## config.mk

```make
export PLATFORM = sky130hd
export DESIGN_NAME = flash_psram_host
export DESIGN_NICKNAME = d
export VERILOG_FILES = /design/src/rtl/flash_psram_pkg.sv /design/src/rtl/pin_sync.sv /design/src/rtl/flash_psram_host.sv
export SDC_FILE = /design/constraint.sdc
export NUM_CORES = 1
export LEC_CHECK = 0
export ABC_AREA = 1
export BUFFER_PORTS_ARGS = -buffer_cell sky130_fd_sc_hd__buf_2
export CAP_MARGIN = 15
export CELL_PAD_IN_SITES_DETAIL_PLACEMENT = 0
export CELL_PAD_IN_SITES_GLOBAL_PLACEMENT = 2
export CORE_MARGIN = 8
export CORE_UTILIZATION = 28
export DETAILED_ROUTE_END_ITERATION = 6
export GPL_TIMING_DRIVEN = 0
export PLACE_DENSITY_LB_ADDON = 0.1
export SLEW_MARGIN = 20
export SYNTH_ARGS = -nofsm -noshare
export SYNTH_HDL_FRONTEND = slang
export SYNTH_SLANG_ARGS = --single-unit
```

## constraint.sdc

```tcl
create_clock -name clk_i -period 1.7 [get_ports clk_i]
set_input_delay 0 -clock clk_i [delete_from_list [all_inputs] [get_ports clk_i]]
set_output_delay 0 -clock clk_i [all_outputs]
set_load 0.005 [all_outputs]
```

## src/rtl/flash_psram_pkg.sv

```systemverilog
// shared constants and carrier types for the flash/psram pin controller
package flash_psram_pkg;

  // ---------------------------------------------------------------------------
  // widths
  // ---------------------------------------------------------------------------
  localparam int DATA_W = 16;
  localparam int TOP_DQ = 15;
  localparam int FLASH_ADDR_W = 20;
  localparam int BYTE_ADDR_W = 21;
  localparam int PSRAM_MSB_4M = 17;
  localparam int PSRAM_MSB_8M = 18;
  localparam int SYNC_STAGES = 2;
  localparam int CNT_W = 8;

  // ---------------------------------------------------------------------------
  // timing
  // ---------------------------------------------------------------------------
  localparam int CLK_PERIOD_NS = 10;
  localparam int SETUP_TIME_NS = 20;
  localparam int ACCESS_TIME_NS = 80;
  localparam int HOLD_TIME_NS = 20;
  localparam int RESET_PULSE_NS = 500;
  localparam int RESET_RECOVER_NS = 100;
  localparam int SETUP_CYCLES = (SETUP_TIME_NS + CLK_PERIOD_NS - 1) / CLK_PERIOD_NS;
  localparam int STROBE_CYCLES = (ACCESS_TIME_NS + CLK_PERIOD_NS - 1) / CLK_PERIOD_NS + SYNC_STAGES;
  localparam int HOLD_CYCLES = (HOLD_TIME_NS + CLK_PERIOD_NS - 1) / CLK_PERIOD_NS;
  localparam int RESET_PULSE_CYCLES = (RESET_PULSE_NS + CLK_PERIOD_NS - 1) / CLK_PERIOD_NS;
  localparam int RESET_RECOVER_CYCLES = (RESET_RECOVER_NS + CLK_PERIOD_NS - 1) / CLK_PERIOD_NS;

  // ---------------------------------------------------------------------------
  // carriers
  // ---------------------------------------------------------------------------
  typedef struct packed {
    logic is_psram;
    logic is_write;
    logic byte_mode;
    logic [BYTE_ADDR_W-1:0] addr;
    logic [DATA_W-1:0] wdata;
    logic psram_upper_lane_n;
    logic psram_lower_lane_n;
  } req_s;

  typedef struct packed {
    logic [FLASH_ADDR_W-1:0] addr;
    logic flash_bank_enable_n;
    logic psram_enable_low_active;
    logic psram_enable_high_active;
    logic flash_output_gate_n;
    logic psram_output_gate_n;
    logic flash_write_strobe_n;
    logic psram_write_strobe_n;
    logic flash_width_select;
    logic psram_upper_lane_n;
    logic psram_lower_lane_n;
    logic write_protect_n;
    logic reset_n;
  } pin_ctrl_s;

  typedef enum logic [2:0] {
    ST_RESET_PULSE,
    ST_RESET_WAIT,
    ST_IDLE,
    ST_SETUP,
    ST_STROBE,
    ST_HOLD
  } ctrl_state_e;

endpackage

```

## src/rtl/pin_sync.sv

```systemverilog
// two-stage synchroniser for pin inputs
`timescale 1ns/10ps
module pin_sync
  import flash_psram_pkg::*;
#(
  parameter int WIDTH = 1
) (
  input wire logic clk_i,
  input wire logic reset_i,
  input wire logic [WIDTH-1:0] d_i,
  output logic [WIDTH-1:0] q_o
);

  logic [WIDTH-1:0] meta_reg;
  logic [WIDTH-1:0] stable_reg;

  initial begin
    if (WIDTH < 1) begin
      $error("pin_sync: WIDTH must be at least 1");
    end
  end

  always_ff @(posedge clk_i) begin
    if (reset_i) begin
      meta_reg <= '0;
      stable_reg <= '0;
    end else begin
      meta_reg <= d_i;
      stable_reg <= meta_reg;
    end
  end

  assign q_o = stable_reg;

endmodule

```

## src/rtl/flash_psram_host.sv

```systemverilog
// host-side pin controller for a combined flash and psram memory package
//
// Summary of operation
// - top data line is msb or byte address
// - flash active only with bank enable low
// - psram active with low enable low, high enable high
// - upper and lower lane controls enable bytes
// - twenty flash address bits, psram up to msb
// - psram msb is bit 17 or 18
`timescale 1ns/10ps
module flash_psram_host
  import flash_psram_pkg::*;
#(
  parameter int PSRAM_ADDR_MSB = PSRAM_MSB_4M,
  parameter bit SPLIT_CONTROLS = 1'b1
) (
  input wire logic clk_i,
  input wire logic reset_i,
  input wire logic req_valid_i,
  input wire req_s req_i,
  output logic req_ready_o,
  input wire logic write_protect_i,
  input wire logic reset_req_i,
  output logic rsp_valid_o,
  output logic [DATA_W-1:0] rsp_data_o,
  output logic device_busy_o,
  output pin_ctrl_s pins_o,
  output logic [DATA_W-1:0] dq_o,
  output logic [DATA_W-1:0] dq_oe_o,
  input wire logic [DATA_W-1:0] dq_i,
  input wire logic ready_busy_od_i
);

  // ---------------------------------------------------------------------------
  // elaboration checks
  // ---------------------------------------------------------------------------
  initial begin
    if (PSRAM_ADDR_MSB != PSRAM_MSB_4M && PSRAM_ADDR_MSB != PSRAM_MSB_8M) begin
      $error("flash_psram_host: PSRAM_ADDR_MSB must be 17 or 18");
    end
  end

  // ---------------------------------------------------------------------------
  // pin input synchronisation
  // ---------------------------------------------------------------------------
  logic [DATA_W:0] sync_q;
  logic [DATA_W-1:0] dq_sync;
  logic ready_sync;

  pin_sync #(
    .WIDTH(DATA_W + 1)
  ) u_pin_sync (
    .clk_i(clk_i),
    .reset_i(reset_i),
    .d_i({ready_busy_od_i, dq_i}),
    .q_o(sync_q)
  );

  assign dq_sync = sync_q[DATA_W-1:0];
  assign ready_sync = sync_q[DATA_W];

  // ---------------------------------------------------------------------------
  // state
  // ---------------------------------------------------------------------------
  ctrl_state_e state_reg, state_next;
  logic [CNT_W-1:0] cnt_reg, cnt_next;
  req_s req_reg, req_next;
  pin_ctrl_s pins_reg, pins_next;
  logic [DATA_W-1:0] dq_reg, dq_next;
  logic [DATA_W-1:0] dq_oe_reg, dq_oe_next;
  logic req_ready_reg, req_ready_next;
  logic rsp_valid_reg, rsp_valid_next;
  logic [DATA_W-1:0] rsp_data_reg, rsp_data_next;
  logic busy_reg, busy_next;

  localparam logic [CNT_W-1:0] SETUP_LAST = CNT_W'(SETUP_CYCLES - 1);
  localparam logic [CNT_W-1:0] STROBE_LAST = CNT_W'(STROBE_CYCLES - 1);
  localparam logic [CNT_W-1:0] HOLD_LAST = CNT_W'(HOLD_CYCLES - 1);
  localparam logic [CNT_W-1:0] RESET_PULSE_LAST = CNT_W'(RESET_PULSE_CYCLES - 1);
  localparam logic [CNT_W-1:0] RESET_RECOVER_LAST = CNT_W'(RESET_RECOVER_CYCLES - 1);

  // ---------------------------------------------------------------------------
  // helpers
  // ---------------------------------------------------------------------------
  function automatic logic [FLASH_ADDR_W-1:0] pin_addr(input req_s r);
    logic [FLASH_ADDR_W-1:0] a;
    a = '0;
    if (r.is_psram) begin
      for (int i = 0; i < FLASH_ADDR_W; i++) begin
        a[i] = (i <= PSRAM_ADDR_MSB) ? r.addr[i] : 1'b0;
      end
    end else if (r.byte_mode) begin
      a = r.addr[BYTE_ADDR_W-1:1];
    end else begin
      a = r.addr[FLASH_ADDR_W-1:0];
    end
    return a;
  endfunction

  function automatic pin_ctrl_s idle_pins(input pin_ctrl_s p, input logic wp, input logic rst_n);
    pin_ctrl_s q;
    q = p;
    q.flash_bank_enable_n = 1'b1;
    q.psram_enable_low_active = 1'b1;
    q.psram_enable_high_active = 1'b0;
    q.flash_output_gate_n = 1'b1;
    q.psram_output_gate_n = 1'b1;
    q.flash_write_strobe_n = 1'b1;
    q.psram_write_strobe_n = 1'b1;
    q.psram_upper_lane_n = 1'b1;
    q.psram_lower_lane_n = 1'b1;
    q.write_protect_n = ~wp;
    q.reset_n = rst_n;
    return q;
  endfunction

  // ---------------------------------------------------------------------------
  // next-state logic
  // ---------------------------------------------------------------------------
  always_comb begin
    logic rd_gate_n;
    logic wr_strobe_n;
    state_next = state_reg;
    cnt_next = cnt_reg + CNT_W'(1);
    req_next = req_reg;
    pins_next = pins_reg;
    dq_next = dq_reg;
    dq_oe_next = dq_oe_reg;
    req_ready_next = 1'b0;
    rsp_valid_next = 1'b0;
    rsp_data_next = rsp_data_reg;
    busy_next = ~ready_sync;
    rd_gate_n = 1'b1;
    wr_strobe_n = 1'b1;
    pins_next.write_protect_n = ~write_protect_i;
    unique case (state_reg)
      ST_RESET_PULSE: begin
        pins_next = idle_pins(pins_reg, write_protect_i, 1'b0);
        dq_oe_next = '0;
        if (cnt_reg == RESET_PULSE_LAST) begin
          pins_next.reset_n = 1'b1;
          cnt_next = '0;
          state_next = ST_RESET_WAIT;
        end
      end
      ST_RESET_WAIT: begin
        if (cnt_reg == RESET_RECOVER_LAST) begin
          cnt_next = '0;
          req_ready_next = 1'b1;
          state_next = ST_IDLE;
        end
      end
      ST_IDLE: begin
        req_ready_next = 1'b1;
        cnt_next = '0;
        if (reset_req_i) begin
          req_ready_next = 1'b0;
          pins_next.reset_n = 1'b0;
          state_next = ST_RESET_PULSE;
        end else if (req_valid_i && req_ready_reg) begin
          req_ready_next = 1'b0;
          req_next = req_i;
          pins_next.addr = pin_addr(req_i);
          // at most one array selected at a time
          pins_next.flash_bank_enable_n = req_i.is_psram;
          pins_next.psram_enable_low_active = ~req_i.is_psram;
          pins_next.psram_enable_high_active = req_i.is_psram;
          if (req_i.is_psram) begin
            pins_next.psram_upper_lane_n = req_i.psram_upper_lane_n;
            pins_next.psram_lower_lane_n = req_i.psram_lower_lane_n;
          end else begin
            pins_next.flash_width_select = ~req_i.byte_mode;
          end
          dq_next = req_i.wdata;
          dq_oe_next = '0;
          if (!req_i.is_psram && req_i.byte_mode) begin
            dq_next[TOP_DQ] = req_i.addr[0];
            dq_oe_next[TOP_DQ] = 1'b1;
          end
          state_next = ST_SETUP;
        end
      end
      ST_SETUP: begin
        if (cnt_reg == SETUP_LAST) begin
          cnt_next = '0;
          rd_gate_n = req_reg.is_write;
          wr_strobe_n = ~req_reg.is_write;
          if (req_reg.is_write) begin
            if (!req_reg.is_psram && req_reg.byte_mode) begin
              dq_oe_next[7:0] = '1;
            end else begin
              dq_oe_next = '1;
            end
          end
          state_next = ST_STROBE;
        end
      end
      ST_STROBE: begin
        rd_gate_n = req_reg.is_write;
        wr_strobe_n = ~req_reg.is_write;
        if (cnt_reg == STROBE_LAST) begin
          cnt_next = '0;
          rd_gate_n = 1'b1;
          wr_strobe_n = 1'b1;
          if (!req_reg.is_write) begin
            rsp_data_next = dq_sync;
            if (!req_reg.is_psram && req_reg.byte_mode) begin
              rsp_data_next[DATA_W-1:8] = '0;
            end
          end
          state_next = ST_HOLD;
        end
      end
      ST_HOLD: begin
        if (cnt_reg == HOLD_LAST) begin
          cnt_next = '0;
          pins_next = idle_pins(pins_reg, write_protect_i, 1'b1);
          dq_oe_next = '0;
          rsp_valid_next = 1'b1;
          req_ready_next = 1'b1;
          state_next = ST_IDLE;
        end
      end
      default: begin
        state_next = ST_RESET_PULSE;
      end
    endcase
    if (state_reg == ST_SETUP || state_reg == ST_STROBE) begin
      if (SPLIT_CONTROLS) begin
        pins_next.flash_output_gate_n = rd_gate_n | req_reg.is_psram;
        pins_next.psram_output_gate_n = rd_gate_n | ~req_reg.is_psram;
        pins_next.flash_write_strobe_n = wr_strobe_n | req_reg.is_psram;
        pins_next.psram_write_strobe_n = wr_strobe_n | ~req_reg.is_psram;
      end else begin
        pins_next.flash_output_gate_n = rd_gate_n;
        pins_next.psram_output_gate_n = rd_gate_n;
        pins_next.flash_write_strobe_n = wr_strobe_n;
        pins_next.psram_write_strobe_n = wr_strobe_n;
      end
    end
  end

  // ---------------------------------------------------------------------------
  // registers
  // ---------------------------------------------------------------------------
  always_ff @(posedge clk_i) begin
    if (reset_i) begin
      state_reg <= ST_RESET_PULSE;
      cnt_reg <= '0;
      req_reg <= '0;
      pins_reg <= '{addr: '0, flash_bank_enable_n: 1'b1, psram_enable_low_active: 1'b1,
                    psram_enable_high_active: 1'b0, flash_output_gate_n: 1'b1,
                    psram_output_gate_n: 1'b1, flash_write_strobe_n: 1'b1,
                    psram_write_strobe_n: 1'b1, flash_width_select: 1'b1,
                    psram_upper_lane_n: 1'b1, psram_lower_lane_n: 1'b1,
                    write_protect_n: 1'b1, reset_n: 1'b0};
      dq_reg <= '0;
      dq_oe_reg <= '0;
      req_ready_reg <= 1'b0;
      rsp_valid_reg <= 1'b0;
      rsp_data_reg <= '0;
      busy_reg <= 1'b0;
    end else begin
      state_reg <= state_next;
      cnt_reg <= cnt_next;
      req_reg <= req_next;
      pins_reg <= pins_next;
      dq_reg <= dq_next;
      dq_oe_reg <= dq_oe_next;
      req_ready_reg <= req_ready_next;
      rsp_valid_reg <= rsp_valid_next;
      rsp_data_reg <= rsp_data_next;
      busy_reg <= busy_next;
    end
  end

  // ---------------------------------------------------------------------------
  // outputs
  // ---------------------------------------------------------------------------
  assign req_ready_o = req_ready_reg;
  assign rsp_valid_o = rsp_valid_reg;
  assign rsp_data_o = rsp_data_reg;
  assign device_busy_o = busy_reg;
  assign pins_o = pins_reg;
  assign dq_o = dq_reg;
  assign dq_oe_o = dq_oe_reg;

endmodule

```

Word level (Yosys, flattened, before mapping). Cells that the tools add are included.

Register bits after elaboration: 131. Input bits: 64. Output and inout port bits: 83. Logic and storage cells: 136.

Add/subtract/negate cells: 1. Equality and inequality tests: 21. Mux-type cells: 50. Bitwise gates (word level): 13. Reduce and logical (&&, ||, !) cells: 24.

Operators with widths (number): $mux W16 (5); $pmux W23 S3 (1); $pmux W16 S4 (1); $mux W23 (2); $mux W20 (2); $mux W8 (5); $pmux W8 S4 (1); $mux W3 (9); $ne A2 B2 Y1 const B (11); $pmux W3 S6 (1); $reduce_and A6 Y1 (3); $mux W1 (14); $mux W12 (1); $reduce_and A5 Y1 (2); $not A1 Y1 (9); $pmux W3 S3 (1); $reduce_and A3 Y1 (3); $add A8 B1 Y8 const B (1); $eq A8 B1 Y1 const B (1); $eq A8 B4 Y1 const B (1); $eq A8 B6 Y1 const B (1); $pmux W4 S2 (1); $reduce_and A7 Y1 (1); $eq A3 B2 Y1 const B (2); other kinds (17) (30).

Longest topological paths before layout.
Word-level depth: 6. Mapped depth: 11. Mapped depth without buffers: 11.

Cells and area by module. A second synthesis with hierarchy kept.

Cells, all modules: 612. Area total of the unflattened synthesis: 4774.6 sq um.

By module, submodules not included: flash_psram_host (instances 1, cells an instance 506, area each 3788.6 sq um, seq. area each 1681.6 sq um); pin_sync (instances 1, cells an instance 106, area each 985.9 sq um, seq. area each 680.7 sq um).

Worst setup path after synthesis. Ideal clock, no wire load.

Kind: reg-to-reg. Start: register cnt_reg[0]. End: register rsp_data_reg[12] (netlist: rsp_data_o[12]). Setup time: 0.133 ns. Arrival time: 1.377 ns. Data required time: 1.567 ns. Setup slack: 0.190 ns. Stages on the path, launching flop included: 10. Buffers on the path: 1. Period minus slack after synthesis: 1.510 ns. Cell sequence: dfxtp_1 > ha_1 > inv_1 > nor2_1 > nand2_1 > nor2_1 > nand3_2 > buf_2 > a21oi_1 > nor3b_2.

Longest elaborated chain between the ends: 2.

Ends and longest elaborated chain: from (decl) (RTL line flash_psram_host.sv:66) `logic [CNT_W-1:0] cnt_reg, cnt_next;`; from (signal assigned) (RTL line flash_psram_host.sv:265) `cnt_reg <= cnt_next;`; $eq A8 B4 Y1 (RTL line flash_psram_host.sv:201) `if (cnt_reg == STROBE_LAST) begin`; $reduce_and A3 Y1 (no line); to (signal assigned) (RTL line flash_psram_host.sv:272) `rsp_data_reg <= rsp_data_next;`; to (decl) (RTL line flash_psram_host.sv:73) `logic [DATA_W-1:0] rsp_data_reg, rsp_data_next;`.

No other way between the ends. A chain may end at the register's enable or synchronous reset.

Worst setup path in the final report.
Start: register cnt_reg[1]. End: register rsp_data_reg[10] (netlist: rsp_data_o[10]).

Same word-level chain as after synthesis.

==> results.cfg <==
[finish]
drive_gt1_share_pct = 29.2
fin_cells = 1062
fin_nets = 896
fillers = 1744
multi_input_area_sq_um = 1850
largest_reg_flops = 32
syn_to_final_growth_pct = 50.2
regArea_sq_um = 2370
diodes = 0

[clock_network]
clk_latency_ns = 0.42
cts_tree = done
root_buffer = clkbuf_16
clkTransAtPathRegs_ns = 0.06
cts_buffer_depth = 2
cts_max_level = 4
cts_buffers = 17
cts_sinks = 118

[global_route]
antenna_found_initial = 0
gr-total-overflow = 0
grtUsageTotal_pct = 14.6
grt_max_degree = 17
grt_pass1_wl_um = 23600
grt_pass1_vias = 4580

[critical_path]
critPathTopFamily = simple AND/OR/NAND/NOR gates
critPathMaxStageDelay_ns = 0.33
critPathLaunchType = register
regToRegEndpoint = rsp_data_o[10]
worstSetupPathType = register to register
r2r_cells = 10
worstPathCellList = inv_1 -> ha_1 -> inv_1 -> nor2_4 -> nand2_2 -> nor2_4 -> nand3_4 -> buf_8 -> a21oi_1 -> nor3b_2
cp.buffers_inverters = 3
r2r_slack_ns = 0.08
arrival_ns = 1.90
crit_fanout = 10
crit_required_ns = 1.98
worstSetupEndpointType = register
timing.rr.start = cnt_reg[1]
slowest_stage = dfxtp_1

[floorplanning]
placementRows = 47
initial_core_util_pct = 28.3
die_height_um = 145
die_w_um = 145
pin_count = 147
die-area_sq_um = 20900
core-area_sq_um = 16400

[routing]
avgRoutedWirePerCell_um = 13.8
via_per_inst = 4.33
num_vias = 4598
drtIter0Drc = 280
drtPass1Iterations = 4
ant_nets = 0
drc = 0
drt-total-wl_um = 14600

[synth]
ys_warn_count = 0
synth.area.top_cells = dfxtp_1 51%, nor2_1 8.3%, nand2_1 7.0%, inv_1 6.0%, o21ai_0 4.2%
ys_ff_latch = 118
seq_area_frac_synth_pct = 51.0
synth_top_area_share_pct = 51.0
syn_area_sq_um = 4640
ys_types = 33
synth_top_area_cell = dfxtp_1
avgSynthCellArea_sq_um = 7.65
syn_inst = 606
synth_fp_nets = 672

[timing]
report.final.slew_viol_count = 0
rsz0062_at_grt = true
finalCriticalPeriod_ns = 1.62
hold_viol = 0
worst_pin_slew_ns = 0.649
fin_skew_ns = 0.00742
setup_viol = 0
max-slew-margin-rel_pct = 56.7
worst_hold_slack_ns = 0.0522
fmax_mhz = 616
fin_crit_sh_pct = 95.5

[placement]
place_congestion = 0.812
dp_hpwl_um = 10900
io_buffers = 144
dpl.cell_count = 970

[power_and_ir_drop]
powerDensity_nw_per_um2 = 1160
p_leak_nw = 3.29
max-vdd-ir-drop_mv = 0.678

[min_path]
hold_start = req_i[37]
hold_end = pins_o[31]
whs_path_depth = 5
hold_path_class = input pin to register

[outcome]
status = complete, no violations

[job]
maxCapViolations = 0
## cell type report
type	instances	share of cell area, %
sequential	118	34.0
buffer	42	3.74
inverter	78	4.22
tap	220	3.95
clock inverter	13	2.16
clock buffer	18	6.31
multi-input combinational	368	26.6
timing repair buffer	205	19.0
## repair_timing
| item | in CTS | in global routing |
|---|---|---|
| cloned | 0 | 0 |
| hold buffers | 59 | 0 |
| endpoints found under the hold margin | 59 | 0 |
| buffers inserted | 1 | 1 |
| setup endpoints to repair | 42 | 65 |
| resized for setup | 13 | 39 |
| pin swaps | 1 | 2 |
## how the worst max path moves through the flow
| stage | startpoint | end | slack, ns | cells past startpoint |
|---|---|---|---|---|
| 2_1_floorplan | cnt_reg[0] | rsp_data_o[12] | 0.19 | 9 |
| 3_3_place_gp | cnt_reg[0] | dq_oe_o[15] | -0.27 | 10 |
| 3_5_place_dp | cnt_reg[0] | dq_oe_o[15] | -0.28 | 10 |
| 4_1_cts | cnt_reg[1] | rsp_data_o[12] | -0.02 | 10 |
| 5_1_grt | cnt_reg[1] | rsp_data_o[10] | -0.04 | 10 |
| 6_report | cnt_reg[1] | rsp_data_o[10] | 0.08 | 10 |
## stage by stage
step | setup slack, ns | setup TNS (ns) | cell area [sq um] | util (%) | power [W]
CTS | -0.0187 | -0.0744 | 6850 | 41.7 | 0.00810
detailed placement | -0.275 | -3.53 | 5630 | 34.3 | 0.00435
global route | -0.0441 | -0.204 | 6960 | 42.4 | 0.00853
finish | 0.0767 | 0 | 6960 | 42.4 | 0.00808
floorplan | 0.190 | 0 | 4640 | - | 0.00390
global placement | -0.266 | -2.62 | 5630 | 34.3 | 0.00434
## metal layers
layer	share of wire [%]	GRT usage (%)	up-vias	wire, um
li1	-	-	2366	-
met1	45	17.4	2081	6520
met2	47	24.1	135	6880
met3	7.2	4.92	16	1050
met4	1.1	5.26	0	165
met5	0	0	-	0
## power breakdown
part	switching, W	leakage, nW	internal, W
sequential	0.000121	0.962	0.00293
combinational	0.000853	2.05	0.000600
clock	0.00137	0.271	0.00220
total	0.00235	3.29	0.00573
## cells in the final DEF (no fill, tap or decap), types with 3 or more instances in the layout
master	count
nor2_2	6
nand3_1	34
nor3b_2	4
nor3b_1	4
nor2_1	98
nand3_2	3
o21ai_0	32
dlygate4sd3_1	59
o21ai_2	3
a21oi_2	4
clkinvlp_4	5
dfxtp_2	3
nand2_2	8
dfxtp_1	115
a21oi_1	23
inv_1	74
inv_2	3
buf_2	147
o21ai_1	23
nand4_1	4
a31oi_1	19
xor2_1	3
nand2_1	80
clkinv_4	4
buf_4	18
nor2_4	4
clkbuf_1	18
clkbuf_16	17
## cells in the mapped netlist, drive strengths merged
cell type	count
inv	77
and2	1
a211oi	1
nand3	38
nand4	4
nand3b	1
clkbuf	20
clkinv	1
xor2	3
a31oi	19
or2	2
ha	2
buf	22
nor2	108
and3	1
dfxtp	118
a22oi	2
nor3b	8
o21ai	59
nor3	1
nand2	90
xnor2	1
a21oi	27
## worst min-delay path: stages
cell and delay, ns:
buf_2 0.09, inv_1 0.04, o21ai_0 0.15, a22oi_1 0.07, nor2_1 0.07
## logic make-up after synthesis
logic type	share of synthesized area, %
xor+xnor	0.756
simple gates	23.8
fa+ha+maj	0.540
buf+inv	11.4
flops	51.0
compound gates	12.6
Power figures use the tool's default switching activity.
